`config.mk`:
```
export PLATFORM = sky130hd
export DESIGN_NAME = vsc_top
export DESIGN_NICKNAME = d
export VERILOG_FILES = /design/src/logic/vsc_pkg.sv /design/src/logic/vsc_fifo.sv /design/src/logic/vsc_hor_filter_select.sv /design/src/logic/vsc_top.sv
export SDC_FILE = /design/constraint.sdc
export NUM_CORES = 2
export LEC_CHECK = 0
export BUFFER_PORTS_ARGS = -buffer_cell sky130_fd_sc_hd__buf_2
export CAP_MARGIN = 20
export CORE_MARGIN = 2
export CORE_UTILIZATION = 58
export DETAILED_ROUTE_END_ITERATION = 16
export GPL_ROUTABILITY_DRIVEN = 0
export MAX_ROUTING_LAYER = met4
export PLACE_DENSITY = 0.81
export SLEW_MARGIN = 20
export SYNTH_ARGS = -nofsm -noshare
export SYNTH_HDL_FRONTEND = slang
export SYNTH_SLANG_ARGS = --single-unit
```
`constraint.sdc`:
```
create_clock -name core_clk_i -period 12.55 [get_ports core_clk_i]
set_input_delay 2.51 -clock core_clk_i [delete_from_list [all_inputs] [get_ports core_clk_i]]
set_output_delay 2.51 -clock core_clk_i [all_outputs]
set_load 0.05 [all_outputs]
```
`src/logic/vsc_pkg.sv`:
```
// Summary of operation
// Select 0/1: raw or 3-tap luma, 3-tap chroma
// Select 2/3/4: 4/5/4-tap luma, 4-tap chroma
// Drop count pixels out of every 64
// Drop count lines out of every 64
// Horizontal and vertical ratios act independently
// Duplicated-field mode shifts bottom drop pattern
// Format select: YUV, RGB888, RGB565, RGB555
// Error diffusion on or off
// Device masters the output bursts
// Output only with master and video enable
// Software keeps parameters while output enabled
// Field rectangle: base, stride, height, width
// Software programs rectangle before enabling
// Show both fields or top only
// Separate base per field, rectangles apart
// Sample when qualifier equals its polarity
// Packed 24-bit and byte order options
// Drops spread evenly over each group
`default_nettype none
package vsc_pkg;
  localparam logic [4:0]  OFF_CTRL   = 5'h00;
  localparam logic [4:0]  OFF_SCALE  = 5'h04;
  localparam logic [4:0]  OFF_TOP    = 5'h08;
  localparam logic [4:0]  OFF_BOT    = 5'h0c;
  localparam logic [4:0]  OFF_STRIDE = 5'h10;
  localparam logic [4:0]  OFF_WIN    = 5'h14;
  localparam logic [4:0]  OFF_STAT   = 5'h18;
  localparam logic [31:0] REG_RST    = 32'h0000_0000;
  localparam int CTL_EN   = 0;
  localparam int CTL_FLT  = 1;
  localparam int CTL_CCS  = 4;
  localparam int CTL_ERR  = 6;
  localparam int CTL_DUP  = 7;
  localparam int CTL_DISP = 8;
  localparam int CTL_POL  = 9;
  localparam int CTL_PK24 = 10;
  localparam int CTL_LOW  = 11;
  localparam int SCL_HOR  = 0;
  localparam int SCL_VER  = 8;
  localparam int WIN_WID  = 0;
  localparam int WIN_HT   = 16;
  localparam int STA_OVF  = 2;
  localparam int WB_EOL   = 32;
  localparam int WB_SOL   = 33;
  localparam int WB_SOF   = 34;
  localparam int WB_BOT   = 35;
  localparam int FIFO_W   = 36;
  localparam int FIFO_D   = 16;
  localparam logic [5:0] DUP_OFFSET = 6'h20;
  typedef enum logic [1:0] {
    CCS_YUV = 2'h0, CCS_RGB888 = 2'h1, CCS_RGB565 = 2'h2, CCS_RGB555 = 2'h3
  } vsc_ccs_e;
  typedef enum logic [2:0] {
    FLT_C3 = 3'h0, FLT_L3C3 = 3'h1, FLT_L4C4 = 3'h2, FLT_L5C4 = 3'h3,
    FLT_ALT4 = 3'h4
  } vsc_flt_e;
endpackage
`default_nettype wire

```
`src/logic/vsc_fifo.sv`:
```
`timescale 1ns/100ps
`default_nettype none
module vsc_fifo #(
  parameter int W = 36,
  parameter int D = 16
) (
  input  wire logic         core_clk_i,
  input  wire logic         rst_i,
  input  wire logic         flush_i,
  input  wire logic         in_valid_i,
  output logic              in_ready_o,
  input  wire logic [W-1:0] in_data_i,
  output logic              out_valid_o,
  input  wire logic         out_ready_i,
  output logic [W-1:0]      out_data_o
);
  localparam int AW = $clog2(D);
  logic [W-1:0] mem_r [D];
  logic [AW:0]  wp_r;
  logic [AW:0]  rp_r;
  logic         push;
  logic         pop;
  // Depth must be a power of two: the extra pointer bit tells full from empty
  assign in_ready_o  = ~((wp_r[AW] != rp_r[AW]) &&
                         (wp_r[AW-1:0] == rp_r[AW-1:0]));
  assign out_valid_o = (wp_r != rp_r);
  assign out_data_o  = mem_r[rp_r[AW-1:0]];
  assign push        = in_valid_i & in_ready_o;
  assign pop         = out_valid_o & out_ready_i;
  always_ff @(posedge core_clk_i) begin
    if (rst_i || flush_i) begin
      wp_r <= '0;
      rp_r <= '0;
    end else begin
      if (push) wp_r <= wp_r + (AW+1)'(1);
      if (pop) rp_r <= rp_r + (AW+1)'(1);
    end
  end
  always_ff @(posedge core_clk_i) begin
    if (push) mem_r[wp_r[AW-1:0]] <= in_data_i;
  end
endmodule // vsc_fifo
`default_nettype wire

```
`src/logic/vsc_hor_filter_select.sv`:
```
`timescale 1ns/100ps
`default_nettype none
module vsc_hor_filter_select
  import vsc_pkg::*;
(
  input  wire logic       core_clk_i,
  input  wire logic       rst_i,
  input  wire logic       stb_i,
  input  wire logic [2:0] sel_i,
  input  wire logic [7:0] y_i,
  input  wire logic [7:0] c_i,
  output logic [7:0]      y_o,
  output logic [7:0]      c_o
);
  logic [7:0]  y_r [8];
  logic [7:0]  c_r [8];
  logic [11:0] ys;
  logic [11:0] cs;
  function automatic logic [11:0] e(input logic [7:0] x);
    e = {4'h0, x};
  endfunction
  // Chroma is interleaved U/V, so same-kind taps sit two samples apart
  for (genvar g = 0; g < 8; g++) begin : g_tap
    always_ff @(posedge core_clk_i) begin
      if (rst_i) begin
        y_r[g] <= 8'h00;
        c_r[g] <= 8'h80;
      end else if (stb_i) begin
        y_r[g] <= (g == 0) ? y_i : y_r[(g == 0) ? 0 : g-1];
        c_r[g] <= (g == 0) ? c_i : c_r[(g == 0) ? 0 : g-1];
      end
    end
  end
  // All sums are scaled to sixteenths so one shift normalises them
  always_comb begin
    unique case (vsc_flt_e'(sel_i))
      FLT_C3:   ys = {y_r[2], 4'h0};
      FLT_L3C3: ys = (e(y_r[1]) + e(y_r[2]) * 12'h2 + e(y_r[3])) * 12'h4;
      FLT_L4C4: ys = (e(y_r[1]) + (e(y_r[2]) + e(y_r[3])) * 12'h3 +
                      e(y_r[4])) * 12'h2;
      FLT_L5C4: ys = e(y_r[0]) + (e(y_r[1]) + e(y_r[3])) * 12'h4 +
                     e(y_r[2]) * 12'h6 + e(y_r[4]);
      FLT_ALT4: ys = (e(y_r[1]) + e(y_r[2]) + e(y_r[3]) + e(y_r[4])) *
                     12'h4;
      default:  ys = {y_r[2], 4'h0};
    endcase
    unique case (vsc_flt_e'(sel_i))
      FLT_L4C4, FLT_L5C4: cs = (e(c_r[0]) + (e(c_r[2]) + e(c_r[4])) *
                               12'h3 + e(c_r[6])) * 12'h2;
      FLT_ALT4: cs = (e(c_r[0]) + e(c_r[2]) + e(c_r[4]) + e(c_r[6])) *
                     12'h4;
      default:  cs = (e(c_r[0]) + e(c_r[2]) * 12'h2 + e(c_r[4])) *
                     12'h4;
    endcase
  end
  always_ff @(posedge core_clk_i) begin
    if (rst_i) begin
      y_o <= 8'h00;
      c_o <= 8'h80;
    end else begin
      y_o <= ys[11:4];
      c_o <= cs[11:4];
    end
  end
endmodule // vsc_hor_filter_select
`default_nettype wire

```
`src/logic/vsc_top.sv`:
```
// The implementer's own choices: the address map and register access over Avalon-MM.
`timescale 1ns/100ps
`default_nettype none
module vsc_top
  import vsc_pkg::*;
(
  input  wire logic        core_clk_i,
  input  wire logic        rst_i,
  input  wire logic [4:0]  avs_address_i,
  input  wire logic        avs_read_i,
  input  wire logic        avs_write_i,
  input  wire logic [31:0] avs_writedata_i,
  output logic [31:0]      avs_readdata_o,
  output logic             avs_waitrequest_o,
  input  wire logic        pci_master_en_i,
  input  wire logic        double_rate_pixel_clock_i,
  input  wire logic        pixel_qualifier_i,
  input  wire logic [15:0] vid_data_i,
  input  wire logic        hsync_i,
  input  wire logic        vsync_i,
  input  wire logic        field_bottom_i,
  output logic             dma_valid_o,
  input  wire logic        dma_ready_i,
  output logic [31:0]      dma_addr_o,
  output logic [31:0]      dma_data_o,
  output logic             dma_last_o
);

  logic [31:0] ctrl_r;
  logic [31:0] scale_r;
  logic [31:0] top_r;
  logic [31:0] bot_r;
  logic [31:0] stride_r;
  logic [31:0] win_r;
  logic        rd_done_r;
  logic        ovf_r;
  logic        act;
  logic        pol;
  logic        dup;
  logic        ed;
  logic        pk24;
  logic        low_first;
  logic        disp_both;
  vsc_ccs_e    ccs;
  logic [5:0]  hdrop;
  logic [5:0]  vdrop;
  logic [9:0]  wwid;
  logic [9:0]  whgt;

  assign act       = ctrl_r[CTL_EN] & pci_master_en_i;
  assign ccs       = vsc_ccs_e'(ctrl_r[CTL_CCS +: 2]);
  assign ed        = ctrl_r[CTL_ERR];
  assign dup       = ctrl_r[CTL_DUP];
  assign disp_both = ctrl_r[CTL_DISP];
  assign pol       = ctrl_r[CTL_POL];
  assign pk24      = ctrl_r[CTL_PK24];
  assign low_first = ctrl_r[CTL_LOW];
  assign hdrop     = scale_r[SCL_HOR +: 6];
  assign vdrop     = scale_r[SCL_VER +: 6];
  assign wwid      = win_r[WIN_WID +: 10];
  assign whgt      = win_r[WIN_HT +: 10];

  // Parameters are used live; software holds them while output runs
  always_ff @(posedge core_clk_i) begin
    if (rst_i) begin
      ctrl_r   <= REG_RST;
      scale_r  <= REG_RST;
      top_r    <= REG_RST;
      bot_r    <= REG_RST;
      stride_r <= REG_RST;
      win_r    <= REG_RST;
    end else if (avs_write_i) begin
      case (avs_address_i[4:2])
        OFF_CTRL[4:2]:   ctrl_r   <= avs_writedata_i;
        OFF_SCALE[4:2]:  scale_r  <= avs_writedata_i;
        OFF_TOP[4:2]:    top_r    <= avs_writedata_i;
        OFF_BOT[4:2]:    bot_r    <= avs_writedata_i;
        OFF_STRIDE[4:2]: stride_r <= avs_writedata_i;
        OFF_WIN[4:2]:    win_r    <= avs_writedata_i;
        default: ;
      endcase
    end
  end

  // Input pins: two-stage synchroniser, edges taken from the second stage
  logic [20:0] s1_r;
  logic [20:0] s2_r;
  logic [2:0]  prv_r;
  logic        line_stb;
  logic        field_stb;
  logic        pix_stb;
  logic        field_on_r;
  logic        line_keep_r;
  logic        fld_r;
  always_ff @(posedge core_clk_i) begin
    if (rst_i) begin
      s1_r  <= 21'h0;
      s2_r  <= 21'h0;
      prv_r <= 3'h0;
    end else begin
      s1_r  <= {vid_data_i, field_bottom_i, vsync_i, hsync_i,
                pixel_qualifier_i, double_rate_pixel_clock_i};
      s2_r  <= s1_r;
      prv_r <= {s2_r[3], s2_r[2], s2_r[0]};
    end
  end
  assign line_stb  = s2_r[2] & ~prv_r[1];
  assign field_stb = s2_r[3] & ~prv_r[2];
  assign pix_stb   = s2_r[0] & ~prv_r[0] & (s2_r[1] == pol) & act &
                     field_on_r & line_keep_r;

  // Vertical scaler: its own accumulator, reset per field
  logic [5:0] vacc_r;
  logic [9:0] line_cnt_r;
  logic [6:0] vsum;
  logic [9:0] lc;
  assign vsum = {1'b0, vacc_r} + {1'b0, vdrop};
  assign lc   = line_cnt_r + {9'h0, line_keep_r};
  always_ff @(posedge core_clk_i) begin
    if (rst_i) begin
      vacc_r      <= 6'h00;
      line_cnt_r  <= 10'h000;
      line_keep_r <= 1'b0;
      field_on_r  <= 1'b0;
      fld_r       <= 1'b0;
    end else if (field_stb) begin
      field_on_r  <= act & (disp_both | ~s2_r[4]);
      fld_r       <= s2_r[4];
      vacc_r      <= (dup & s2_r[4]) ? DUP_OFFSET : 6'h00;
      line_cnt_r  <= 10'h000;
      line_keep_r <= 1'b0;
    end else if (line_stb) begin
      vacc_r      <= vsum[5:0];
      line_cnt_r  <= lc;
      line_keep_r <= ~vsum[6] & (lc < whgt) & field_on_r & act;
    end
  end

  logic [7:0] fy;
  logic [7:0] fc;
  logic [1:0] stb_d_r;
  logic       f_stb;
  // Taps clear at each line start so no pixel leaks into the next line
  vsc_hor_filter_select u_filt (
    .core_clk_i (core_clk_i),
    .rst_i      (rst_i | line_stb),
    .stb_i      (pix_stb),
    .sel_i      (ctrl_r[CTL_FLT +: 3]),
    .y_i        (s2_r[12:5]),
    .c_i        (s2_r[20:13]),
    .y_o        (fy),
    .c_o        (fc)
  );
  always_ff @(posedge core_clk_i) begin
    if (rst_i) stb_d_r <= 2'h0;
    else stb_d_r <= {stb_d_r[0], pix_stb};
  end
  assign f_stb = stb_d_r[1];

  // Horizontal scaler: accumulator overflow marks a dropped pixel
  logic [5:0] hacc_r;
  logic [6:0] hsum;
  logic [9:0] pix_cnt_r;
  logic       hkeep;
  logic       can_acc;
  logic       take;
  logic       last;
  logic       phase_r;
  logic       opar_r;
  logic [7:0] u_r;
  logic [7:0] v_r;
  logic [7:0] uu;
  logic [7:0] vv;
  assign hsum  = {1'b0, hacc_r} + {1'b0, hdrop};
  assign hkeep = ~hsum[6] & (pix_cnt_r < wwid);
  assign take  = f_stb & hkeep & can_acc;
  assign last  = (pix_cnt_r == wwid - 10'h001);
  assign uu    = phase_r ? u_r : fc;
  assign vv    = phase_r ? fc : v_r;
  always_ff @(posedge core_clk_i) begin
    if (rst_i || line_stb) begin
      hacc_r    <= 6'h00;
      pix_cnt_r <= 10'h000;
      phase_r   <= 1'b0;
      opar_r    <= 1'b0;
      u_r       <= 8'h80;
      v_r       <= 8'h80;
    end else if (f_stb) begin
      hacc_r  <= hsum[5:0];
      phase_r <= ~phase_r;
      if (phase_r) v_r <= fc;
      else u_r <= fc;
      if (take) begin
        pix_cnt_r <= pix_cnt_r + 10'h001;
        opar_r    <= ~opar_r;
      end
    end
  end

  // Colour conversion; residue of the last pixel is fed forward
  logic signed [19:0] du;
  logic signed [19:0] dv;
  logic signed [19:0] yw;
  logic signed [19:0] rw;
  logic signed [19:0] gw;
  logic signed [19:0] bw;
  logic [7:0]  r8;
  logic [7:0]  g8;
  logic [7:0]  b8;
  logic [2:0]  er_r;
  logic [2:0]  eg_r;
  logic [2:0]  eb_r;
  logic        dif;
  logic [31:0] px;
  logic [2:0]  nb;
  function automatic logic [7:0] sat(input logic signed [19:0] x);
    if (x < 20'sh00000) sat = 8'h00;
    else if (x > 20'sh0ffff) sat = 8'hff;
    else sat = x[15:8];
  endfunction
  assign du = $signed({12'h000, uu}) - 20'sh00080;
  assign dv = $signed({12'h000, vv}) - 20'sh00080;
  assign yw = $signed({4'h0, fy, 8'h00});
  assign rw = yw + 20'sh00167 * dv + $signed({9'h000, er_r, 8'h00});
  assign gw = yw - 20'sh00058 * du - 20'sh000b7 * dv +
              $signed({9'h000, eg_r, 8'h00});
  assign bw = yw + 20'sh001c6 * du + $signed({9'h000, eb_r, 8'h00});
  assign r8 = sat(rw);
  assign g8 = sat(gw);
  assign b8 = sat(bw);
  assign dif = ed & ccs[1];
  always_ff @(posedge core_clk_i) begin
    if (rst_i || line_stb) begin
      er_r <= 3'h0;
      eg_r <= 3'h0;
      eb_r <= 3'h0;
    end else if (take) begin
      er_r <= dif ? r8[2:0] : 3'h0;
      eg_r <= dif ? (ccs == CCS_RGB565 ? {1'b0, g8[1:0]} : g8[2:0])
                  : 3'h0;
      eb_r <= dif ? b8[2:0] : 3'h0;
    end
  end
  always_comb begin
    px = 32'h0;
    nb = 3'h2;
    unique case (ccs)
      CCS_YUV:    px = {16'h0, fy, opar_r ? vv : uu};
      CCS_RGB565: px = {16'h0, r8[7:3], g8[7:2], b8[7:3]};
      CCS_RGB555: px = {17'h0, r8[7:3], g8[7:3], b8[7:3]};
      CCS_RGB888: begin
        px = {8'h0, r8, g8, b8};
        nb = pk24 ? 3'h3 : 3'h4;
      end
    endcase
    if (!low_first && !(ccs == CCS_RGB888 && pk24)) begin
      if (nb == 3'h4) px = {px[7:0], px[15:8], px[23:16], px[31:24]};
      else px = {16'h0, px[7:0], px[15:8]};
    end
  end

  // Byte packer; the first pixel of each line starts a fresh word
  logic [55:0] acc_r;
  logic [55:0] acc_sh;
  logic [2:0]  cnt_r;
  logic [3:0]  csum;
  logic        emit;
  logic [35:0] wr_r;
  logic        wv_r;
  logic        sof_r;
  logic        sol_r;
  logic        fin_ready;
  assign acc_sh  = acc_r | ({24'h0, px} << {cnt_r, 3'h0});
  assign csum    = {1'b0, cnt_r} + {1'b0, nb};
  assign emit    = take & ((csum >= 4'h4) | last);
  assign can_acc = ~wv_r | fin_ready;
  always_ff @(posedge core_clk_i) begin
    if (rst_i || line_stb) begin
      acc_r <= 56'h0;
      cnt_r <= 3'h0;
    end else if (take) begin
      if (last) begin
        acc_r <= 56'h0;
        cnt_r <= 3'h0;
      end else if (csum >= 4'h4) begin
        acc_r <= {32'h0, acc_sh[55:32]};
        cnt_r <= {1'b0, csum[1:0]};
      end else begin
        acc_r <= acc_sh;
        cnt_r <= csum[2:0];
      end
    end
  end
  // A pixel that finds the word register still full is lost, not stalled
  always_ff @(posedge core_clk_i) begin
    if (rst_i) begin
      wr_r  <= 36'h0;
      wv_r  <= 1'b0;
      sof_r <= 1'b0;
      sol_r <= 1'b0;
    end else begin
      if (emit) begin
        wr_r <= {fld_r, sof_r, sol_r, last, acc_sh[31:0]};
        wv_r <= 1'b1;
      end else if (fin_ready) begin
        wv_r <= 1'b0;
      end
      if (field_stb) sof_r <= 1'b1;
      else if (emit) sof_r <= 1'b0;
      if (line_stb) sol_r <= 1'b1;
      else if (emit) sol_r <= 1'b0;
    end
  end

  // Output side: bursts of words towards memory
  logic [35:0] fo;
  logic        fo_valid;
  logic        pop;
  logic [31:0] waddr_r;
  logic [31:0] nline_r;
  vsc_fifo #(.W(FIFO_W), .D(FIFO_D)) u_fifo (
    .core_clk_i  (core_clk_i),
    .rst_i       (rst_i),
    .flush_i     (~act),
    .in_valid_i  (wv_r),
    .in_ready_o  (fin_ready),
    .in_data_i   (wr_r),
    .out_valid_o (fo_valid),
    .out_ready_i (dma_ready_i & act),
    .out_data_o  (fo)
  );
  assign dma_valid_o = fo_valid & act;
  assign dma_data_o  = fo[31:0];
  assign dma_last_o  = fo[WB_EOL] & dma_valid_o;
  assign dma_addr_o  = fo[WB_SOF] ? (fo[WB_BOT] ? bot_r : top_r) :
                       fo[WB_SOL] ? nline_r : waddr_r;
  assign pop         = dma_valid_o & dma_ready_i;
  always_ff @(posedge core_clk_i) begin
    if (rst_i) begin
      waddr_r <= 32'h0;
      nline_r <= 32'h0;
    end else if (pop) begin
      waddr_r <= dma_addr_o + 32'h4;
      if (fo[WB_SOL]) nline_r <= dma_addr_o + stride_r;
    end
  end

  // Register reads take one wait cycle; overflow clears on write of one
  always_ff @(posedge core_clk_i) begin
    if (rst_i) ovf_r <= 1'b0;
    else if (f_stb & hkeep & ~can_acc) ovf_r <= 1'b1;
    else if (avs_write_i && avs_address_i[4:2] == OFF_STAT[4:2] &&
             avs_writedata_i[STA_OVF]) ovf_r <= 1'b0;
  end
  always_ff @(posedge core_clk_i) begin
    if (rst_i) begin
      rd_done_r      <= 1'b0;
      avs_readdata_o <= 32'h0;
    end else begin
      rd_done_r <= avs_read_i & ~rd_done_r;
      if (avs_read_i && !rd_done_r) begin
        case (avs_address_i[4:2])
          OFF_CTRL[4:2]:   avs_readdata_o <= ctrl_r;
          OFF_SCALE[4:2]:  avs_readdata_o <= scale_r;
          OFF_TOP[4:2]:    avs_readdata_o <= top_r;
          OFF_BOT[4:2]:    avs_readdata_o <= bot_r;
          OFF_STRIDE[4:2]: avs_readdata_o <= stride_r;
          OFF_WIN[4:2]:    avs_readdata_o <= win_r;
          OFF_STAT[4:2]:   avs_readdata_o <= {6'h00, line_cnt_r, 12'h000,
                                              ~fin_ready, ovf_r, fld_r, act};
          default:         avs_readdata_o <= 32'h0;
        endcase
      end
    end
  end
  assign avs_waitrequest_o = avs_read_i & ~rd_done_r;

  // Helper: drops counted over each group of 64 input pixels
  logic [5:0] g_in_r;
  logic [6:0] g_dr_r;
  always_ff @(posedge core_clk_i) begin
    if (rst_i || line_stb) begin
      g_in_r <= 6'h00;
      g_dr_r <= 7'h00;
    end else if (f_stb) begin
      g_in_r <= g_in_r + 6'h01;
      g_dr_r <= (g_in_r == 6'h3f) ? 7'h00 : g_dr_r + {6'h00, hsum[6]};
    end
  end
endmodule // vsc_top
`default_nettype wire
```
# --- Yosys cells after proc, flatten, opt, wreduce, memory -nomap -nowiden ---
# Memory sizes are Yosys's and may differ from the RTL's. A register that Yosys moved wholly into a read port is not among the register bits.
# Index checks and enable logic that the tools add are counted.
word_totals:
  reg_bits: 523
  latch_bits: 0
  ramBits: 704
  romBits: 0
  inputBits: 64
  output_inout_bits: 99
  memories: 3
op_classes:
  addsub: 39
  multipliers: 7
  n_div: 0
  magnitude_cmp: 9
  eq_ne: 20
  shift: 1
  n_mux: 63
  bitwise: 60
  n_reduce_logical: 27
memory_table:
  columns: ["memory", "depth", "word_bits", "read_ports", "rd_ports_with_merged_regs", "wr", "line", "source"]
  rows:
  - ["u_fifo.mem_r", 16, 36, 1, 1, 1, "vsc_fifo.sv:18", "logic [W-1:0] mem_r [D];"]
  - ["u_filt.c_r", 8, 8, 7, 0, 8, "vsc_hor_filter_select.sv:16", "logic [7:0] c_r [8];"]
  - ["u_filt.y_r", 8, 8, 7, 0, 8, "vsc_hor_filter_select.sv:15", "logic [7:0] y_r [8];"]
op_table:
  columns: ["operator", "count"]
  rows:
  - ["one-hot mux 32 bit (7 select lines)", 1]
  - ["2-to-1 mux 8 bit", 25]
  - ["2-to-1 mux 32 bit", 5]
  - ["one-hot mux 32 bit (4 select lines)", 1]
  - ["2-to-1 mux 56 bit", 2]
  - ["adder 10 x 8 -> 10 bit", 6]
  - ["greater-than comparator 20 x 17 -> 1 bit (second input constant)", 3]
  - ["< comparator 20 x 1 -> 1 bit (second input constant)", 3]
  - ["bitwise OR 56 bit", 1]
  - ["<< shifter 32 x 6 -> 56 bit", 1]
  - ["one-hot mux 12 bit (4 select lines)", 1]
  - ["adder 8 x 8 -> 9 bit", 5]
  - ["adder 17 x 19 -> 20 bit", 2]
  - ["adder 20 x 12 -> 20 bit", 2]
  - ["multiplier 9 x 9 -> 18 bit (first input constant)", 2]
  - ["adder 32 x 3 -> 32 bit (second input constant)", 1]
  - ["adder 32 bit", 1]
  - ["bitwise AND 1 bit", 26]
  - ["multiplier 12 x 2 -> 11 bit (second input constant)", 2]
  - ["2-to-1 mux 3 bit", 8]
  - ["one-hot mux 12 bit (2 select lines)", 1]
  - ["adder 11 x 8 -> 11 bit", 2]
  - ["adder 8 x 11 -> 11 bit", 2]
  - ["adder 19 x 12 -> 20 bit", 1]
  - ["other kinds (42)", 122]

# --- Longest topological paths before layout ---
logic_depth:
  ltp_word: 16
  depth_mapped: 39

# --- By module ---
# From an unflattened synthesis, not the netlist that was laid out.
hier_totals:
  cells_unflattened: 5855
  area_unflattened_um2: 64884.7
by_module_without_submodules:
  columns: ["module", "instances", "cells_each", "area_per_inst_um2"]
  rows:
  - ["vsc_top", 1, 4043, 32536.2]
  - ["vsc_fifo", 1, 902, 22467.8]
  - ["vsc_hor_filter_select", 1, 910, 9880.7]

# --- Least setup slack after synthesis ---
# No wires, ideal clock.
synth_path:
  path_kind: "flip-flop to flip-flop"
  start: "reg phase_r"
  end: "reg acc_r[14]"
  arrival_time_ps: 8525
  required_time_ps: 12428
  setup_slack_ps: 3903
  path_stages_with_launch: 35
  period_less_slack_ps: 8647
  cell_sequence: "dfxtp_1 > buf_4 > buf_1 > mux2_2 > ha_1 > inv_1 > fa_1 > inv_1 > ha_1 > a21oi_1 > o21ai_0 > and2_1 > o21ai_0 > nand2_1 > xor2_1 > ha_1 > fa_1 > fa_1 > fa_1 > fa_1 > inv_1 > ha_1 > clkbuf_1 > o21ai_0 > o21bai_1 > nand4bb_1 > a41oi_2 > mux2i_1 > o41ai_1 > nand4_1 > a21oi_1 > o21ai_2 > a221oi_1 > nand2_1 > a221o_1"
synth_via:
  elab_chain_len: 16
synth_rtl:
  columns: ["item", "line", "source"]
  rows:
  - ["start: declaration", "vsc_top.sv:168", "logic phase_r;"]
  - ["start signal: assignment", "vsc_top.sv:190", "phase_r <= ~phase_r;"]
  - ["2-to-1 mux 8 bit (*)", null, null]
  - ["subtractor 8 x 8 -> 9 bit (*)", "vsc_top.sv:221", "assign du = $signed({12'h000, uu}) - 20'sh00080;"]
  - ["named net du[1]", "vsc_top.sv:201", "logic signed [19:0] du;"]
  - ["multiplier 5 x 9 -> 14 bit", "vsc_top.sv:225", "assign gw = yw - 20'sh00058 * du - 20'sh000b7 * dv +"]
  - ["subtractor 17 x 17 -> 18 bit", "vsc_top.sv:225", null]
  - ["subtractor 18 x 18 -> 19 bit", "vsc_top.sv:225", null]
  - ["adder 19 x 12 -> 20 bit", "vsc_top.sv:225", null]
  - ["greater-than comparator 20 x 17 -> 1 bit", "vsc_top.sv:218", "else if (x > 20'sh0ffff) sat = 8'hff;"]
  - ["2-to-1 mux 8 bit", "vsc_top.sv:218", null]
  - ["2-to-1 mux 8 bit", "vsc_top.sv:217", "if (x < 20'sh00000) sat = 8'h00;"]
  - ["one-hot mux 32 bit (4 select lines) (*)", "vsc_top.sv:247", "unique case (ccs)"]
  - ["2-to-1 mux 32 bit", "vsc_top.sv:257", "if (nb == 3'h4) px = {px[7:0], px[15:8], px[23:16], px[31:24]};"]
  - ["2-to-1 mux 32 bit (*)", "vsc_top.sv:256", "if (!low_first && !(ccs == CCS_RGB888 && pk24)) begin"]
  - ["<< shifter 32 x 6 -> 56 bit (*)", "vsc_top.sv:273", "assign acc_sh = acc_r | ({24'h0, px} << {cnt_r, 3'h0});"]
  - ["bitwise OR 56 bit (*)", "vsc_top.sv:273", null]
  - ["2-to-1 mux 56 bit (*)", "vsc_top.sv:285", "end else if (csum >= 4'h4) begin"]
  - ["2-to-1 mux 56 bit (*)", "vsc_top.sv:282", "if (last) begin"]
  - ["end signal: assignment", "vsc_top.sv:286", "acc_r <= {32'h0, acc_sh[55:32]};"]
  - ["end signal: assignment", "vsc_top.sv:289", "acc_r <= acc_sh;"]
  - ["end: declaration", "vsc_top.sv:263", "logic [55:0] acc_r;"]
# The timed path passes the listed nets; every way through them passes the cells marked *. The select of a mux whose other input is x is not followed.
# A chain may end at the register's enable or synchronous reset.

# --- Worst setup path in the final report ---
layout_path:
  start: "reg phase_r"
  end: "reg acc_r[9]"
# Same word-level chain as after synthesis.

==> run summary <==
status - finished, final reports clean
CTS Root Cell - clkbuf_16
CTS tree - yes
first-pass GRT wire length - 274 mm
drt pass-1 iters - 7
vias - 48.0k
number of library cell types mapped by synthesis - 111
postcts setup bufs - 0
Hold Path Class - reg2reg
Sink Count - 1199
Clock Latency Late Sink - 0.76 ns
post-synthesis cell count - 5928
Tightest Pin Transition - 1.15 ns
cell mode on critical path - fa_1
initial core utilization - 58.2%
share of cells above drive strength 1 - 12.3%
synth warn - 0
Final nets - 6616
Max Buffers Root-to-Sink - 3
drt wl/cell - 23.5 µm
H-tree Lvls - 3
Largest stage delay, worst path - 0.98 ns
Max Clock Skew - 0.0795 ns
port buffer count - 160
grt ovf - 0
hold_buf cts - 0
static leakage - 27.6 nW
post-DP HPWL - 115 mm
Layout fillers - 8328
floorplan row count - 123
Hold Fails Final Rpt - 0
crit path DAT - 10.70 ns
Num CTS Buffers - 117
RSZ-0062 raised after global routing - false
Main synth FF type - edfxtp_1
crit path from - phase_r
drt first-iter violations - 5803
antenna violations before repair - 11
Area growth, synth to finish - 9.83%
GRT Util Overall - 31.5%
Post-synth EDFFs - 672
maximum VDD drop - 0.160 mV
design area - 0.0716 mm²
setup TNS - 0 ns
Max-slew headroom - 23.7%
Max Slew Vio Count - 0
Reg-to-Reg Start - phase_r
Netlist Area Pre-Place - 0.0652 mm²
hold slack - 0.435 ns
CP Class - reg2reg
core area - 0.112 mm²
Startpoint Class - register
drt drc - 0
crit path max-delay cell type - dfxtp_1
full die area - 0.115 mm²
Worst EP required - 13.18 ns
pin count of the biggest net entering global routing - 220
area post-placement - 0.0674 mm²
period utilization - 80.3%
final period demand of the worst path - 10.08 ns
Avg Synthesized Cell Area - 11.0 µm²
vias per cell - 6.32
synthesis-stage register bit count - 1199
Die W - 339 µm
Post-Route WL - 178 mm
CTS resizes - 0
Finish-stage setup viols - 0
post-route antenna net violation count - 0
Fmax - 0.0992 GHz
register area share after synthesis - 47.1%
vias in the first global route - 47.0k
CTS clk-pin slew, worst paths - 0.07 ns
# IOs - 163
Max Cap Viol - 0
Final WS setup - 2.47 ns
die span in y - 339 µm
Post-synth ARST share - 0%
Reg area - 0.0307 mm²
Syn Nets - 6567
Power Dens Cells - 140 mW/mm²
post-place setup slack - 2.70 ns
Setup crit end kind - register
crit path max fanout - 19
multi-input combinational cell area - 0.0318 mm²
min-delay src - s1_r[17]
[cell usage in the layout (no fill, tap or decap), types with 31 or more instances in the layout]
cell type  netlist  routed
a211oi_1        97      97
a21o_1          53      53
a21oi_1        486     486
a22oi_1         86      86
a31oi_1         61      61
and2_1          90      88
buf_2           15     159
buf_4            4      72
clkbuf_16        0     119
dfxtp_1        527     523
edfxtp_1       672     672
fa_1           192     192
ha_1           383     383
inv_1          421     421
mux2i_1         87      86
mux4_2         182     182
nand2_1        676     674
nand2b_1        34      34
nand3_1         75      75
nor2_1         347     331
nor2b_1        116     114
nor3_1         109     103
o21a_1          37      37
o21ai_0        163     163
o21bai_1        37      37
or3_1           31      31
xnor2_1        140     140
xor2_1          78      78
[worst max-delay path, delay by kind of cell (launching register included)]
family                   cells  cell delay [ns]
AO/OA/AOI/OAI               13             3.08
XOR/XNOR                     1             0.16
adder cells (fa/ha/maj)      8             3.68
buffers and inverters        3             0.14
flip-flops                   1             0.98
multiplexers                 3             1.18
AND/OR/NAND/NOR              2             0.78
[layer usage]
layer	vias to the layer above	part of all wire (%)	track usage [%]	wire length, µm
li1	21400	-	-	-
met1	23400	39	40.3	68700
met2	2655	48	50.0	84700
met3	548	9.8	6.03	17500
met4	0	4.1	11.7	7370
met5	-	0	-	0
[state kept, by name (all words and copies together), names as in the netlist, 36 cells and up, named ones only]
name,cells
u_fifo.mem_r,576
u_filt.c_r,56
acc_r,56
wr_r,36
u_filt.y_r,40
[synth_stat cells, types with 23 or more instances]
cell,number,share of area [%]
dfxtp_1,527,16
nand2_1,676,3.9
edfxtp_1,672,31
mux2i_1,87,1.3
a211oi_1,97,1.1
nand4_1,30,0.29
o21bai_1,37,0.43
ha_1,383,7.3
buf_1,34,0.20
o22ai_1,25,0.24
a21o_1,53,0.61
fa_1,192,5.9
nor2b_1,116,1.1
nor3_1,109,0.84
inv_1,421,2.4
a31oi_1,61,0.59
and2_1,90,0.86
clkbuf_1,245,1.4
o211ai_1,23,0.26
nand2b_1,34,0.33
a21oi_1,486,3.7
mux4_2,182,6.3
xor2_1,78,1.0
nor2_1,347,2.0
xnor2_1,140,1.9
a22oi_1,86,0.99
or3_1,31,0.30
o31ai_1,29,0.33
o21a_1,37,0.43
o21ai_0,163,1.3
and3_1,29,0.28
mux2_2,23,0.40
nand3_1,75,0.58
[final cells by class]
cell class	count	area share, %
Inverter	426	2.23
Tap cell	1500	2.62
Clock inverter	65	1.22
Sequential cell	1199	42.9
Antenna cell	13	0.0454
Clock buffer	157	4.56
Multi-Input combinational cell	3998	44.4
Timing Repair Buffer	235	1.97
[path summary, 6_finish.rpt]
check / to / slack, ns / cells after the start
worst max-delay path: acc_r[9] / 2.47 / 30
worst min-delay path: s2_r[17] / 0.44 / 1
worst max register to register: acc_r[9] / 2.47 / 30
worst min register to register: s2_r[17] / 0.44 / 1
[logic make-up (layout without fill, tap and decap cells)]
group	Yosys count	after routing	share of synthesized area, %
xor gates and xnor gates	218	218	2.93
other	0	13	0
buffers and inverters	731	883	4.34
muxes	297	297	8.15
AOI/OAI and AO/OA	1292	1292	12.8
adders and majority gates	575	575	13.2
DFF	1199	1199	47.1
and+or+nand+nor	1616	1616	11.4
[per-stage QoR]
step / utilization (%) / total power (W) / std cells
6_report: 63.9 / 0.0100 / 7593
5_1_grt: 63.9 / 0.0104 / 7592
4_1_cts: 63.9 / 0.00998 / 7579
3_5_place_dp: 60.2 / 0.00624 / 7357
3_3_place_gp: 60.2 / 0.00618 / 7357
2_1_floorplan: - / 0.00575 / 5928
[power breakdown]
part / leakage, nW / internal, W / total, W / switching, W
registers: 10.9 / 0.00415 / 0.00419 / 0.0000431
clock network: 2.03 / 0.00221 / 0.00377 / 0.00157
logic: 14.6 / 0.000772 / 0.00205 / 0.00128
total: 27.6 / 0.00713 / 0.0100 / 0.00289
No activity file was read; power rests on OpenSTA's default activity.
